$ cat src/pkg/sidr_pkg.sv
// Constants for the sensor identification and device reset register bank
package sidr_pkg;
  // ==========================================================================
  // Register offsets (register index on the internal register port)
  localparam logic [5:0] OFS_BUS_ADDRESS   = 6'h00;
  localparam logic [5:0] OFS_VENDOR_CODE   = 6'h01;
  localparam logic [5:0] OFS_PART_REV      = 6'h02;
  localparam logic [5:0] OFS_FUNC_CAPS     = 6'h03;
  localparam logic [5:0] OFS_DEV_CONTROL   = 6'h05;
  localparam logic [5:0] OFS_TEMP_CAPS     = 6'h08;
  localparam logic [5:0] OFS_REMOTE_TEMP   = 6'h09;
  localparam logic [5:0] OFS_TEMP_CONTROL  = 6'h0a;
  localparam logic [5:0] OFS_CONV_RATE     = 6'h20;
  // ==========================================================================
  // Field positions
  localparam int        BUS_ADDR_W        = 3;
  localparam int        REV_LSB           = 11;
  localparam int        REV_W             = 5;
  localparam int        PART_W            = 11;
  localparam int        CTRL_RESET_BIT    = 0;
  localparam int        CTRL_SHUT_BIT     = 1;
  localparam int        CTRL_LOWPWR_BIT   = 2;
  localparam int        CTRL_BCAST_TOP    = 1;
  localparam int        TEMP_CTRL_W       = 4;
  localparam int        CONV_RATE_W       = 2;
  // ==========================================================================
  // Fixed and reset values
  localparam logic [2:0]  BUS_ADDR_STRAP_LO = 3'h1;
  localparam logic [2:0]  BUS_ADDR_STRAP_HI = 3'h7;
  localparam logic [15:0] FUNC_CAPS_VALUE   = 16'h0001;
  localparam logic [15:0] TEMP_CAPS_VALUE   = 16'h0549;
  localparam logic [15:0] DEV_CONTROL_RST   = 16'h0000;
  localparam logic [3:0]  TEMP_CONTROL_RST  = 4'h0;
  localparam logic [1:0]  CONV_RATE_RST     = 2'h2;
  // ==========================================================================
  // Timing: length of the internal device reset operation
  localparam int        CLK_PERIOD_NS     = 10;
  localparam int        DEV_RESET_NS      = 40;
  localparam int        DEV_RESET_CYCLES  = (DEV_RESET_NS + CLK_PERIOD_NS - 1) / CLK_PERIOD_NS;
endpackage

$ cat src/rtl/sidr_regs.sv
// Identification, capability and device reset register bank of the sensor
// ==========================================================================
// How it works
// - A full device reset runs when a one is written to the control reset bit outside a reset; power-up reset loads the defaults without asserting dev_reset_out.
// - A device reset abandons any operation in progress and normal operation restarts afterwards.
// - A device reset loads every register with its default value.
// - The reset bit clears by itself when the reset finishes, and no reset command is needed after power-up.
// - The three-bit bus address comes from the strap, low gives 001 and high gives 111.
// - The bus address follows the strap continuously and software writes cannot change it.
// - The bus address sits in the three low bits and the upper bits read as zero.
// - The part register shows a fixed revision in bits 15-11 and a fixed part code in bits 10-0.
// - The vendor code register returns a fixed 16-bit code.
// - The function capabilities register reads 1h, one temperature measurement function.
// - The temperature capabilities register reads 0549h.
`timescale 1ns/100ps
`default_nettype none

module sidr_regs #(
  parameter logic [15:0] VENDOR_CODE = 16'h5a5a,  // Arbitrary value
  parameter logic [4:0]  SILICON_REV = 5'h01,     // Arbitrary value
  parameter logic [10:0] PART_CODE   = 11'h155,   // Arbitrary value
  parameter int          RESET_CYCLES = sidr_pkg::DEV_RESET_CYCLES
) (
  input  wire logic        sys_clk_in,         // 100 MHz clock
  input  wire logic        srst_in,            // Power-up reset, sync, high
  input  wire logic        addr_strap_in,      // Address strap pin, async
  input  wire logic [5:0]  reg_addr_in,        // Register index
  input  wire logic        reg_wr_in,          // Write strobe, one cycle
  input  wire logic        reg_bcast_in,       // Write came by broadcast
  input  wire logic [15:0] reg_wdata_in,       // Write data
  input  wire logic        reg_rd_in,          // Read strobe, one cycle
  input  wire logic [15:0] remote_temp_in,     // Remote readout from measurement
  output logic      [15:0] reg_rdata_out,      // Read data, registered
  output logic             reg_rvalid_out,     // Read data valid, one cycle
  output logic             dev_reset_out,      // Device reset in progress
  output logic             shutdown_out,       // Shutdown mode
  output logic             low_power_out,      // Low-power mode
  output logic      [3:0]  temp_control_out,   // Temperature control bits
  output logic      [1:0]  conv_rate_out,      // Conversion rate select
  output logic      [2:0]  bus_address_out     // Strap-derived bus address
);

  // ==========================================================================
  // Elaboration checks; the reset counter is only three bits wide
  if (RESET_CYCLES < 1 || RESET_CYCLES > 7) begin : g_bad_reset_cycles
    $error("RESET_CYCLES must lie in 1..7");
  end

  localparam logic [2:0] RST_LAST = 3'(RESET_CYCLES - 1);

  // ==========================================================================
  // State
  typedef struct packed {
    logic        strap_meta;
    logic        strap_sync;
    logic        busy;
    logic [2:0]  rst_cnt;
    logic        shut;
    logic        lowpwr;
    logic [3:0]  temp_ctrl;
    logic [1:0]  conv_rate;
    logic [15:0] rdata;
    logic        rvalid;
  } sidr_state_t;

  sidr_state_t st;
  sidr_state_t next_st;
  logic [2:0]  bus_addr;
  logic [15:0] rd_mux;

  // Address follows the synchronised strap, never a register write
  assign bus_addr = st.strap_sync ? sidr_pkg::BUS_ADDR_STRAP_HI
                                  : sidr_pkg::BUS_ADDR_STRAP_LO;

  // Read multiplexer; unmapped and undefined offsets read zero
  always_comb begin
    rd_mux = 16'h0000;
    unique case (reg_addr_in)
      sidr_pkg::OFS_BUS_ADDRESS:  rd_mux = {13'h0000, bus_addr};
      sidr_pkg::OFS_VENDOR_CODE:  rd_mux = VENDOR_CODE;
      sidr_pkg::OFS_PART_REV:     rd_mux = {SILICON_REV, PART_CODE};
      sidr_pkg::OFS_FUNC_CAPS:    rd_mux = sidr_pkg::FUNC_CAPS_VALUE;
      sidr_pkg::OFS_DEV_CONTROL: begin
        rd_mux[sidr_pkg::CTRL_RESET_BIT]  = st.busy;
        rd_mux[sidr_pkg::CTRL_SHUT_BIT]   = st.shut;
        rd_mux[sidr_pkg::CTRL_LOWPWR_BIT] = st.lowpwr;
      end
      sidr_pkg::OFS_TEMP_CAPS:    rd_mux = sidr_pkg::TEMP_CAPS_VALUE;
      sidr_pkg::OFS_REMOTE_TEMP:  rd_mux = remote_temp_in;
      sidr_pkg::OFS_TEMP_CONTROL: rd_mux = {12'h000, st.temp_ctrl};
      sidr_pkg::OFS_CONV_RATE:    rd_mux = {14'h0000, st.conv_rate};
      default:                    rd_mux = 16'h0000;
    endcase
  end

  // ==========================================================================
  // Next state
  always_comb begin
    next_st            = st;
    next_st.strap_meta = addr_strap_in;
    next_st.strap_sync = st.strap_meta;
    next_st.rvalid     = reg_rd_in;
    if (reg_rd_in) begin
      next_st.rdata = rd_mux;
    end
    if (st.busy) begin
      // Hold every register at default; writes during reset are dropped
      next_st.shut      = 1'b0;
      next_st.lowpwr    = 1'b0;
      next_st.temp_ctrl = sidr_pkg::TEMP_CONTROL_RST;
      next_st.conv_rate = sidr_pkg::CONV_RATE_RST;
      if (st.rst_cnt == RST_LAST) begin
        next_st.busy    = 1'b0;
        next_st.rst_cnt = 3'h0;
      end else begin
        next_st.rst_cnt = st.rst_cnt + 3'h1;
      end
    end else if (reg_wr_in) begin
      // Read-only offsets fall through untouched
      unique case (reg_addr_in)
        sidr_pkg::OFS_DEV_CONTROL: begin
          next_st.shut = reg_wdata_in[sidr_pkg::CTRL_SHUT_BIT];
          if (!reg_bcast_in) begin
            // Broadcast may only touch the two low bits
            next_st.lowpwr = reg_wdata_in[sidr_pkg::CTRL_LOWPWR_BIT];
          end
          if (reg_wdata_in[sidr_pkg::CTRL_RESET_BIT]) begin
            // Reset wins over the rest of the word, so no mode leaks into the reset
            next_st.shut      = 1'b0;
            next_st.lowpwr    = 1'b0;
            next_st.temp_ctrl = sidr_pkg::TEMP_CONTROL_RST;
            next_st.conv_rate = sidr_pkg::CONV_RATE_RST;
            next_st.busy      = 1'b1;
            next_st.rst_cnt   = 3'h0;
          end
        end
        sidr_pkg::OFS_TEMP_CONTROL: begin
          if (!reg_bcast_in) begin
            next_st.temp_ctrl = reg_wdata_in[sidr_pkg::TEMP_CTRL_W-1:0];
          end
        end
        sidr_pkg::OFS_CONV_RATE: begin
          if (!reg_bcast_in) begin
            next_st.conv_rate = reg_wdata_in[sidr_pkg::CONV_RATE_W-1:0];
          end
        end
        default: begin
        end
      endcase
    end
  end

  // ==========================================================================
  // State register; power-up reset gives defaults, no reset command needed
  always_ff @(posedge sys_clk_in) begin
    if (srst_in) begin
      st.strap_meta <= 1'b0;
      st.strap_sync <= 1'b0;
      st.busy       <= 1'b0;
      st.rst_cnt    <= 3'h0;
      st.shut       <= 1'b0;
      st.lowpwr     <= 1'b0;
      st.temp_ctrl  <= sidr_pkg::TEMP_CONTROL_RST;
      st.conv_rate  <= sidr_pkg::CONV_RATE_RST;
      st.rdata      <= 16'h0000;
      st.rvalid     <= 1'b0;
    end else begin
      st <= next_st;
    end
  end

  // Outputs; the reset level tells the rest of the chip to abandon its work
  assign reg_rdata_out    = st.rdata;
  assign reg_rvalid_out   = st.rvalid;
  assign dev_reset_out    = st.busy;
  assign shutdown_out     = st.shut;
  assign low_power_out    = st.lowpwr;
  assign temp_control_out = st.temp_ctrl;
  assign conv_rate_out    = st.conv_rate;
  assign bus_address_out  = bus_addr;

  // Helper: an accepted write that sets the control reset bit
  logic ctrl_rst_wr;
  assign ctrl_rst_wr = reg_wr_in && !st.busy && reg_addr_in == sidr_pkg::OFS_DEV_CONTROL
                       && reg_wdata_in[0];
endmodule // sidr_regs

`default_nettype wire

$ cat config.mk
export PLATFORM = sky130hd
export DESIGN_NAME = sidr_regs
export DESIGN_NICKNAME = d
export VERILOG_FILES = /design/src/pkg/sidr_pkg.sv /design/src/rtl/sidr_regs.sv
export SDC_FILE = /design/constraint.sdc
export NUM_CORES = 1
export LEC_CHECK = 0
export ABC_AREA = 1
export BUFFER_PORTS_ARGS = -buffer_cell sky130_fd_sc_hd__buf_2
export CORE_MARGIN = 2
export CORE_UTILIZATION = 30
export DETAILED_ROUTE_END_ITERATION = 16
export SKIP_CTS_REPAIR_TIMING = 1
export SLEW_MARGIN = 40
export SYNTH_ARGS = -nofsm -noshare
export SYNTH_HDL_FRONTEND = slang
export SYNTH_SLANG_ARGS = --single-unit
$ cat constraint.sdc
create_clock -name sys_clk_in -period 1 [get_ports sys_clk_in]
set_input_delay 0.15 -clock sys_clk_in [delete_from_list [all_inputs] [get_ports sys_clk_in]]
set_output_delay 0.15 -clock sys_clk_in [all_outputs]
set_load 0.01 [all_outputs]
==> results of run 1 <==
placed cells by master, fill, tap and decap left out, types with 7 or more instances in the layout:
cell type / count
dfxtp_1: 28
inv_1: 22
nand3_1: 13
buf_4: 22
nand4_1: 8
buf_2: 57
clkbuf_8: 7
nand2_1: 65
nor2_1: 24
a21oi_1: 24
o21ai_0: 7
final timing paths:
kind,from,to,slack (ns),cells after the start
worst max register to register,st[25]$_SDFFE_PP0P_,st[26]$_SDFFE_PP0P_,0.06,4
worst max-delay path,dev_reset_out$_SDFF_PP0_,dev_reset_out,-0.01,2
worst min-delay path,srst_in,st[26]$_SDFFE_PP0P_,0.06,2
worst min register to register,next_st[29]$_SDFF_PP0_,st[29]$_SDFF_PP0_,0.41,2
cell families after synthesis:
| group | count (synthesis) |
|---|---|
| compound gates | 39 |
| other cells | 1 |
| simple gates | 130 |
| flops | 31 |
| buf+inv | 59 |
| fa+ha+maj | 1 |
report_power, final:
group	internal [W]	leakage, nW	switching [W]
combinational	0.000144	0.843	0.000193
sequential	0.00125	0.253	0.00000938
clock	0.000627	0.0515	0.000456
sequential cells by signal (all words and copies together), names as in the netlist, 2 cells and up:
register and count:
reg_rdata_out 16, conv_rate_out 2, st 4, temp_control_out 4
metal layers:
metal / track usage / up-vias / share of wire
li1: - / 924 / -
met1: 0.181 / 755 / 0.47
met2: 0.228 / 46 / 0.46
met3: 0.0407 / 8 / 0.061
met4: 0.0610 / 0 / 0.015
met5: 0 / - / 0
worst register-to-register path: cells and delay by family (launching register included):
family | cells | cell delay, ns
flip-flops | 1 | 0.32
AO/OA/AOI/OAI | 2 | 0.30
adder cells (fa/ha/maj) | 1 | 0.19
AND/OR/NAND/NOR | 1 | 0.07
metrics by stage:
step	cell area [sq um]	setup TNS (ns)
6_report	2300	-0.00970
5_1_grt	2300	-0.0497
4_1_cts	2230	-0.162
3_5_place_dp	2130	-5.66
3_3_place_gp	2130	-5.14
2_1_floorplan	1780	-0.0579
final cells by class:
cell class                      instances  share of cell area
Multi-Input combinational cell        171               0.368
Sequential cell                        31               0.272
Timing Repair Buffer                   83               0.223
Inverter                               28              0.0543
Clock buffer                            8              0.0435
Tap cell                               72              0.0391
==> flow_summary_export.csv, run 1 <==
group,metric,value,unit
worst_setup_path,critPathKind,"reg2out",
sta,report.final.slew_viol_count,0,
floorplan,top_level_ports,73,
clock_network,numClockSinks,31,
worst_setup_path,crit_path_top_delay_cell,"dfxtp_4",
clock_network,cts-htree-levels,2,
sta,final_min_period_over_clock_period,1.01,
yosys,syn_nets,306,
yosys,synthesis.area,0.00173,sq mm
yosys,yosys-top-cells-area,"dfxtp_1 (36%), nand2_1 (15%), buf_4 (11%), a21oi_1 (7.5%), nor2_1 (6.1%)",
global_routing,first_pass_grt_wire_length,7060,um
global_routing,grt_overflow_total,0,
placed_design,finalWeightedCongestion,0.855,
finish,final_cells,393,
yosys,distinct_cell_type_count_of_the_synthesized_netlist,24,
power,power_per_cell_area,1170,mW/mm^2
worst_setup_path,data_required_critical_path,0.85,ns
worst_setup_path,cp_data_arrival_time,0.86,ns
yosys,ys.warnings.count,0,
placed_design,dp_worst_setup_slack,-0.261,ns
placed_design,place.detailed.instances,382,
worst_setup_path,cp_cell_sequence,"buf_6, buf_6",
yosys,synthesis.instances,261,
power,static-leakage-power,1.15,nW
sta,fin_skew,0.0113,ns
drt,drc_errors,0,
clock_network,cts_root_buffer,"clkbuf_8",
floorplan,initial_utilization,0.313,
placed_design,port_buffers,59,
worst_setup_path,end_kind,"output pin",
sta,fin_worst_hold_slack,0.0554,ns
yosys,complex_gate_fraction_of_the_synthesized_area,0.122,
yosys,synth.yosys.seq_area_share,0.358,
finish,layout.filler_cells,602,
yosys,synthDominantCellAreaShare,0.358,
yosys,synth.top_cells.by_count,"nand2_1 (69), dfxtp_1 (31), nor2_1 (28)",
worst_setup_path,worstPathMaxFanout,4,
worst_setup_path,critPathMostFrequentCell,"buf_6",
yosys,number_of_flops_mapped_to_enable_cells_by_yosys,0,
min_path,hold_path_class,"in2reg",
sta,time_the_worst_path_needs_with_i_o_delays_and_setup,1.01,ns
sta,fin_ws,-0.00970,ns
sta,timing.fmax,0.990,GHz
global_routing,grt_max_degree,17,
yosys,synth_top_flop_cell,"dfxtp_1",
finish,area_growth_syn_to_layout,32.9,%
power,post-layout-total-power,0.00268,W
finish,multiInputGateArea,847,sq um
sta,rsz0062_at_grt,"yes",
worst_setup_path,cp_num_buf_inv,2,
placed_design,detailedPlacementHpwl,3500,um
yosys,muxShareOfSynthArea,0,
sta,hold_violation_count_in_the_final_report,0,
finish,num_antenna_cells,0,
worst_setup_path,slowest_stage_delay_cp,0.36,ns
drt,postRouteAntennaNets,0,
clock_network,cts.clk_slew.worst_paths,0.07,ns
clock_network,numCtsBuffers,5,
job,maxcap_violations,0,
drt,detail_route.first_pass.iterations,4,
yosys,synthesis.area_per_instance,6.63,sq um
power,maximum_ir_drop_on_the_vdd_rail,0.000690,V
finish,post-route-util,0.416,
clock_network,clock_tree_from_tritoncts,"yes",
floorplan,fp.dieH,80.0,um
floorplan,die_area,0.00640,sq mm
run_status,violations_in_the_final_reports,"setup timing",
global_routing,first_global_vias,1585,
drt,vias_per_instance,4.41,
yosys,synth_xor_xnor_area_share,0,
floorplan,fp.dieW,80.0,um
yosys,main_combinational_cell_family_by_area_after_synthesis,"simple AND/OR/NAND/NOR gates",
drt,vias,1733,
drt,drt_wl_total,4330,um
global_routing,antenna_violations_before_repair,0,
worst_setup_path,critical_path_startpoint_category,"register",
clock_network,clock_tree.buffer_depth,2,
drt,detail_route.iter0.violations,72,
yosys,yosys.area_share.simple,0.326,
drt,routedWlPerCell,11.0,um
run_status,outcome,"complete, but fails checks",
finish,fraction_of_layout_cells_with_a_size_suffix_above_1,0.377,
yosys,netlist.top_cell.by_area,"dfxtp_1",
worst_setup_path,worst_path_dominant_cell_family,"flip-flops",
floorplan,placement_rows,27,
yosys,synth_most_common_cell,"nand2_1",
yosys,synth-seq-cells,31,
sta,setup-violations-final,1,
finish,finish.net_count,365,
yosys,synth-async-reset-ratio,0,
global_routing,track_usage,0.144,
floorplan,design.core.area,0.00554,sq mm
finish,seq_area,627,sq um
yosys,fraction_of_the_mapped_netlist_area_in_adder_cells,0.00723,
clock_network,clkLatencyLatePin,0.29,ns
No activity file was read; power rests on OpenSTA's default activity.
==> run 2, diff against run 1 <==
==> constraint.sdc (replaced) <==
create_clock -name sys_clk_in -period 1 [get_ports sys_clk_in]
set_input_delay 0 -clock sys_clk_in [delete_from_list [all_inputs] [get_ports sys_clk_in]]
set_output_delay 0 -clock sys_clk_in [all_outputs]
set_load 0.01 [all_outputs]
==> run 2 against run 1 <==
  * The flow finishes with violations (hold timing)
  * Sequential share of layout area rose by 0.78 points
  * Cell area down 3.4%
  * Worst hold slack lost 0.061 ns
  * Global-route usage decreased by 0.60 points
  * Cell count is 0.51% higher
  * Wire length down 0.14%
  * Flip-flop and latch count unchanged
  * Worst setup slack gained 0.071 ns
  * Critical endpoint is now st[25]$_SDFFE_PP0P_
  * Largest cell class unchanged
==> flow_summary_export.csv, run 2 (synthesis gave the netlist of run 1 again) <==
group,metric,value,unit
run_status,outcome,"complete, but fails checks",
run_status,violations_in_the_final_reports,"hold timing",
sta,final_min_period_over_clock_period,0.939,
finish,finalInstanceArea,0.00222,sq mm
worst_setup_path,data_required_critical_path,1.18,ns
placed_design,finalWeightedCongestion,0.871,
global_routing,grt_overflow_total,0,
floorplan,top_level_ports,73,
floorplan,die_area,0.00640,sq mm
floorplan,initial_utilization,0.313,
worst_setup_path,worst_path_dominant_cell_family,"flip-flops",
floorplan,design.core.area,0.00554,sq mm
sta,rsz0062_at_grt,"yes",
worst_setup_path,cp_cell_sequence,"ha_2, a21oi_4, o211ai_1, inv_1",
finish,num_antenna_cells,0,
finish,fraction_of_layout_cells_with_a_size_suffix_above_1,0.319,
clock_network,cts_root_buffer,"clkbuf_8",
sta,fin_skew,0.00259,ns
finish,final_cell_mix,"nand2_1 (69), buf_2 (59), dfxtp_1 (29)",
global_routing,track_usage,0.138,
sta,setup-violations-final,0,
worst_setup_path,critPathKind,"reg2reg",
worst_setup_path,cp_num_buf_inv,1,
worst_setup_path,worstPathMaxFanout,3,
clock_network,clkLatencyLatePin,0.28,ns
sta,timing.fmax,1.07,GHz
worst_setup_path,crit_path_top_delay_cell,"dfxtp_1",
sta,total_negative_setup_slacks,0,ns
finish,area_growth_syn_to_layout,28.5,%
finish,largest_register_ffs,16,
clock_network,numClockSinks,31,
finish,layout_commonest_cell,"nand2_1",
drt,detail_route.iter0.violations,67,
global_routing,first_pass_grt_wire_length,6890,um
floorplan,fp.dieH,80.0,um
sta,fin_worst_hold_slack,-0.00594,ns
sta,hold_violation_count_in_the_final_report,1,
global_routing,antenna_violations_before_repair,0,
clock_network,cts-htree-levels,2,
drt,drc_errors,0,
global_routing,grt_max_degree,16,
sta,time_the_worst_path_needs_with_i_o_delays_and_setup,0.939,ns
placed_design,detailedPlacementHpwl,3450,um
job,maxcap_violations,0,
worst_setup_path,cp_data_arrival_time,1.11,ns
worst_setup_path,end_kind,"register",
global_routing,first_global_vias,1593,
drt,vias_per_instance,4.47,
worst_setup_path,critical_path_startpoint_category,"register",
sta,report.final.slew_viol_count,0,
finish,finish.net_count,368,
worst_setup_path,slowest_stage_delay_cp,0.35,ns
drt,postRouteAntennaNets,0,
power,static-leakage-power,1.13,nW
power,maximum_ir_drop_on_the_vdd_rail,0.000516,V
floorplan,placement_rows,27,
floorplan,fp.dieW,80.0,um
clock_network,clock_tree.buffer_depth,2,
placed_design,placement.cell_area,0.00206,sq mm
clock_network,clock_tree_from_tritoncts,"yes",
sta,fin_ws,0.0612,ns
min_path,hold_path_class,"in2reg",
power,power_per_cell_area,1140,mW/mm^2
drt,routedWlPerCell,10.9,um
placed_design,dp_worst_setup_slack,-0.132,ns
placed_design,port_buffers,59,
drt,detail_route.first_pass.iterations,4,
drt,vias,1765,
drt,drt_wl_total,4320,um
clock_network,cts.clk_slew.worst_paths,0.06,ns
clock_network,numCtsBuffers,5,
[run 2: cell count changes in the layout (fill, tap and decap cells not counted), sizes merged]
cell         delta
clkinv          +1
buf             -3
clkbuf          -2
dlygate4sd3     +6
[run 2: tightest hold or removal path: cells and delay by family]
family / cells / cell delay, ns
AND/OR/NAND/NOR: 1 / 0.07
buffers and inverters: 1 / 0.09
AO/OA/AOI/OAI: 1 / 0.06
[run 2: metrics by stage]
step	power [W]	std cells	utilization	hold slack, ns
after floorplan	0.00145	261	-	0.107
after global placement	0.00158	382	0.372	0.211
after detailed placement	0.00158	382	0.372	0.219
after CTS	0.00258	389	0.388	-0.0744
after global routing	0.00269	395	0.402	0.00103
final	0.00255	395	0.402	-0.00594
[run 2: power by group]
| group | switching (W) | total, W | internal (W) |
|---|---|---|---|
| sequential | 0.00000936 | 0.00127 | 0.00126 |
| combinational | 0.000173 | 0.000308 | 0.000135 |
| clock | 0.000434 | 0.000972 | 0.000539 |
| total | 0.000616 | 0.00255 | 0.00193 |
[run 2: worst paths after layout]
| path | from | endpoint | slack [ns] | cells after the start |
|---|---|---|---|---|
| max | st[25]$_SDFFE_PP0P_ | st[25]$_SDFFE_PP0P_ | 0.06 | 4 |
| min | reg_wdata_in[3] | temp_control_out[3]$_SDFFE_PP0P_ | -0.006 | 3 |
| max reg2reg | st[25]$_SDFFE_PP0P_ | st[25]$_SDFFE_PP0P_ | 0.06 | 4 |
| min reg2reg | next_st[29]$_SDFF_PP0_ | st[29]$_SDFF_PP0_ | 0.40 | 2 |
[run 2: routing by layer]
layer	routed length, um	part of all wire	vias to the layer above	global-route usage
met3	294	0.068	9	0.0373
met4	68	0.016	0	0.0576
met5	0	0	-	0
met1	1970	0.46	780	0.173
met2	1980	0.46	50	0.220
li1	-	-	926	-
[run 2: layout make-up]
| class | instances | area (sq um) |
|---|---|---|
| repair buffers | 86 | 513 |
| clock buffers | 6 | 82.6 |
| fillers | 630 | 3320 |
| clock inverters | 1 | 5.00 |
| well taps | 72 | 90.1 |
| inverters | 28 | 105 |
| flip-flops and latches | 31 | 623 |
| multi-input cells | 171 | 806 |
==> run 3, diff against run 2 <==
==> constraint.sdc (replaced) <==
create_clock -name sys_clk_in -period 1.2 [get_ports sys_clk_in]
set_input_delay 0 -clock sys_clk_in [delete_from_list [all_inputs] [get_ports sys_clk_in]]
set_output_delay 0 -clock sys_clk_in [all_outputs]
set_load 0.01 [all_outputs]
==> run 3 against run 2 <==
  * The run still ends with hold timing left
  * Core utilization down 1.4 points
  * Global-route usage down 0.45 points
  * Flip-flop and latch count unchanged
  * Count of clock-buffer cells in the layout up 1
  * Wire length down 1.9%
  * Clock power down 4.3%
  * Worst hold slack worse by 0.0069 ns
  * Cell count down 2.5%
  * Die area unchanged
  * Sequential share of layout area up 0.93 points
  * First-iteration DRC count up 12%
  * Highest routed layer unchanged
==> flow_summary_export.csv, run 3 (synthesis gave the netlist of run 1 again) <==
group,metric,value,unit
finish,finish.net_count,357,
global_routing,grt_overflow_total,0,
drt,routedWlPerCell,11.0,um
sta,report.final.slew_viol_count,0,
drt,detail_route.first_pass.iterations,4,
finish,fraction_of_layout_cells_with_a_size_suffix_above_1,0.281,
sta,total_negative_setup_slacks,0,ns
global_routing,first_pass_grt_wire_length,6600,um
worst_setup_path,end_kind,"register",
clock_network,clkLatencyLatePin,0.28,ns
clock_network,cts-htree-levels,2,
drt,drt_wl_total,4240,um
worst_setup_path,critPathKind,"reg2reg",
floorplan,fp.dieH,80.0,um
run_status,violations_in_the_final_reports,"hold timing",
global_routing,first_global_vias,1440,
drt,detail_route.iter0.violations,75,
floorplan,fp.dieW,80.0,um
global_routing,grt_max_degree,17,
worst_setup_path,crit_path_start,"st[25]$_SDFFE_PP0P_",
floorplan,initial_utilization,0.313,
global_routing,track_usage,0.133,
floorplan,placement_rows,27,
finish,layout.filler_cells,624,
worst_setup_path,worst-r2r-setup-slack,0.14,ns
worst_setup_path,endpoint,"st[26]$_SDFFE_PP0P_",
worst_setup_path,r2r_end,"st[26]$_SDFFE_PP0P_",
finish,largest_register_ffs,16,
job,maxcap_violations,0,
drt,postRouteAntennaNets,0,
worst_setup_path,data_required_critical_path,1.42,ns
floorplan,design.core.area,0.00554,sq mm
clock_network,cts_root_buffer,"clkbuf_8",
clock_network,numCtsBuffers,5,
sta,setup-violations-final,0,
finish,layout_commonest_cell,"nand2_1",
finish,area_growth_syn_to_layout,23.8,%
drt,vias_per_instance,4.44,
power,power_per_cell_area,1040,mW/mm^2
sta,fin_worst_hold_slack,-0.0128,ns
power,maximum_ir_drop_on_the_vdd_rail,0.000442,V
sta,rsz0062_at_grt,"no",
sta,final_min_period_over_clock_period,0.882,
clock_network,clock_tree_from_tritoncts,"yes",
finish,post-route-util,0.387,
clock_network,numClockSinks,31,
placed_design,port_buffers,59,
placed_design,finalWeightedCongestion,0.904,
power,post-layout-total-power,0.00223,W
worst_setup_path,cp_data_arrival_time,1.28,ns
sta,fin_skew,0.00623,ns
drt,vias,1710,
floorplan,top_level_ports,73,
floorplan,die_area,0.00640,sq mm
global_routing,antenna_violations_before_repair,0,
run_status,outcome,"complete, but fails checks",
sta,hold_violation_count_in_the_final_report,1,
drt,drc_errors,0,
worst_setup_path,critical_path_startpoint_category,"register",
worst_setup_path,rr_startpoint,"st[25]$_SDFFE_PP0P_",
placed_design,detailedPlacementHpwl,3330,um
clock_network,clock_tree.buffer_depth,2,
sta,time_the_worst_path_needs_with_i_o_delays_and_setup,1.06,ns
min_path,hold_path_class,"in2reg",
worst_setup_path,worstPathMaxFanout,3,
finish,num_antenna_cells,0,
sta,timing.fmax,0.945,GHz
clock_network,cts.clk_slew.worst_paths,0.07,ns
worst_setup_path,worstRegToRegCells,4,
power,static-leakage-power,1.07,nW
finish,final_cell_mix,"nand2_1 (69), buf_2 (59), dfxtp_1 (31)",
==> run 3: worst min path at each step <==
stage / cells past startpoint / to / slack (ns) / start
final: 3 / temp_control_out[3]$_SDFFE_PP0P_ / -0.01 / reg_wdata_in[3]
after global routing: 3 / temp_control_out[3]$_SDFFE_PP0P_ / 0.01 / reg_wdata_in[3]
after CTS: 2 / dev_reset_out$_SDFF_PP0_ / -0.09 / srst_in
after detailed placement: 2 / dev_reset_out$_SDFF_PP0_ / 0.22 / srst_in
after global placement: 3 / next_st[29]$_SDFF_PP0_ / 0.21 / addr_strap_in
after floorplan: 2 / next_st[29]$_SDFF_PP0_ / 0.11 / addr_strap_in
==> run 3: worst max-delay path: stages, from the launching register on <==
cell and delay (ns):
dfxtp_1 0.33, ha_1 0.21, a21oi_1 0.24, nand2_1 0.08
a21oi_1 0.14
==> run 3: metrics by stage <==
stage	setup WS (ns)	instance area (sq um)	std cells
floorplan	0.237	1730	261
global placement	0.0707	1970	370
detailed placement	0.0200	1970	370
CTS	0.125	2070	378
global route	0.0166	2140	385
finish	0.142	2140	385
==> run 3: area by class of cell <==
| class | instances | area (sq um) | area share |
|---|---|---|---|
| multi-input cells | 171 | 792 | 0.369 |
| flip-flops and latches | 31 | 621 | 0.289 |
| repair buffers | 75 | 433 | 0.202 |
| well taps | 72 | 90.1 | 0.0420 |
| clock buffers | 7 | 96.3 | 0.0449 |
| clock inverters | 1 | 7.51 | 0.00350 |
| inverters | 28 | 105 | 0.0490 |
==> run 3: where the power goes <==
part	switching, W	internal, W
combinational	0.000142	0.000104
sequential	0.00000741	0.00105
clock	0.000408	0.000522
==> run 3: metal layers <==
metal	global-route usage	wire, um
met1	0.171	2000
met2	0.211	1940
met3	0.0407	268
met4	0.0458	37
met5	0	0
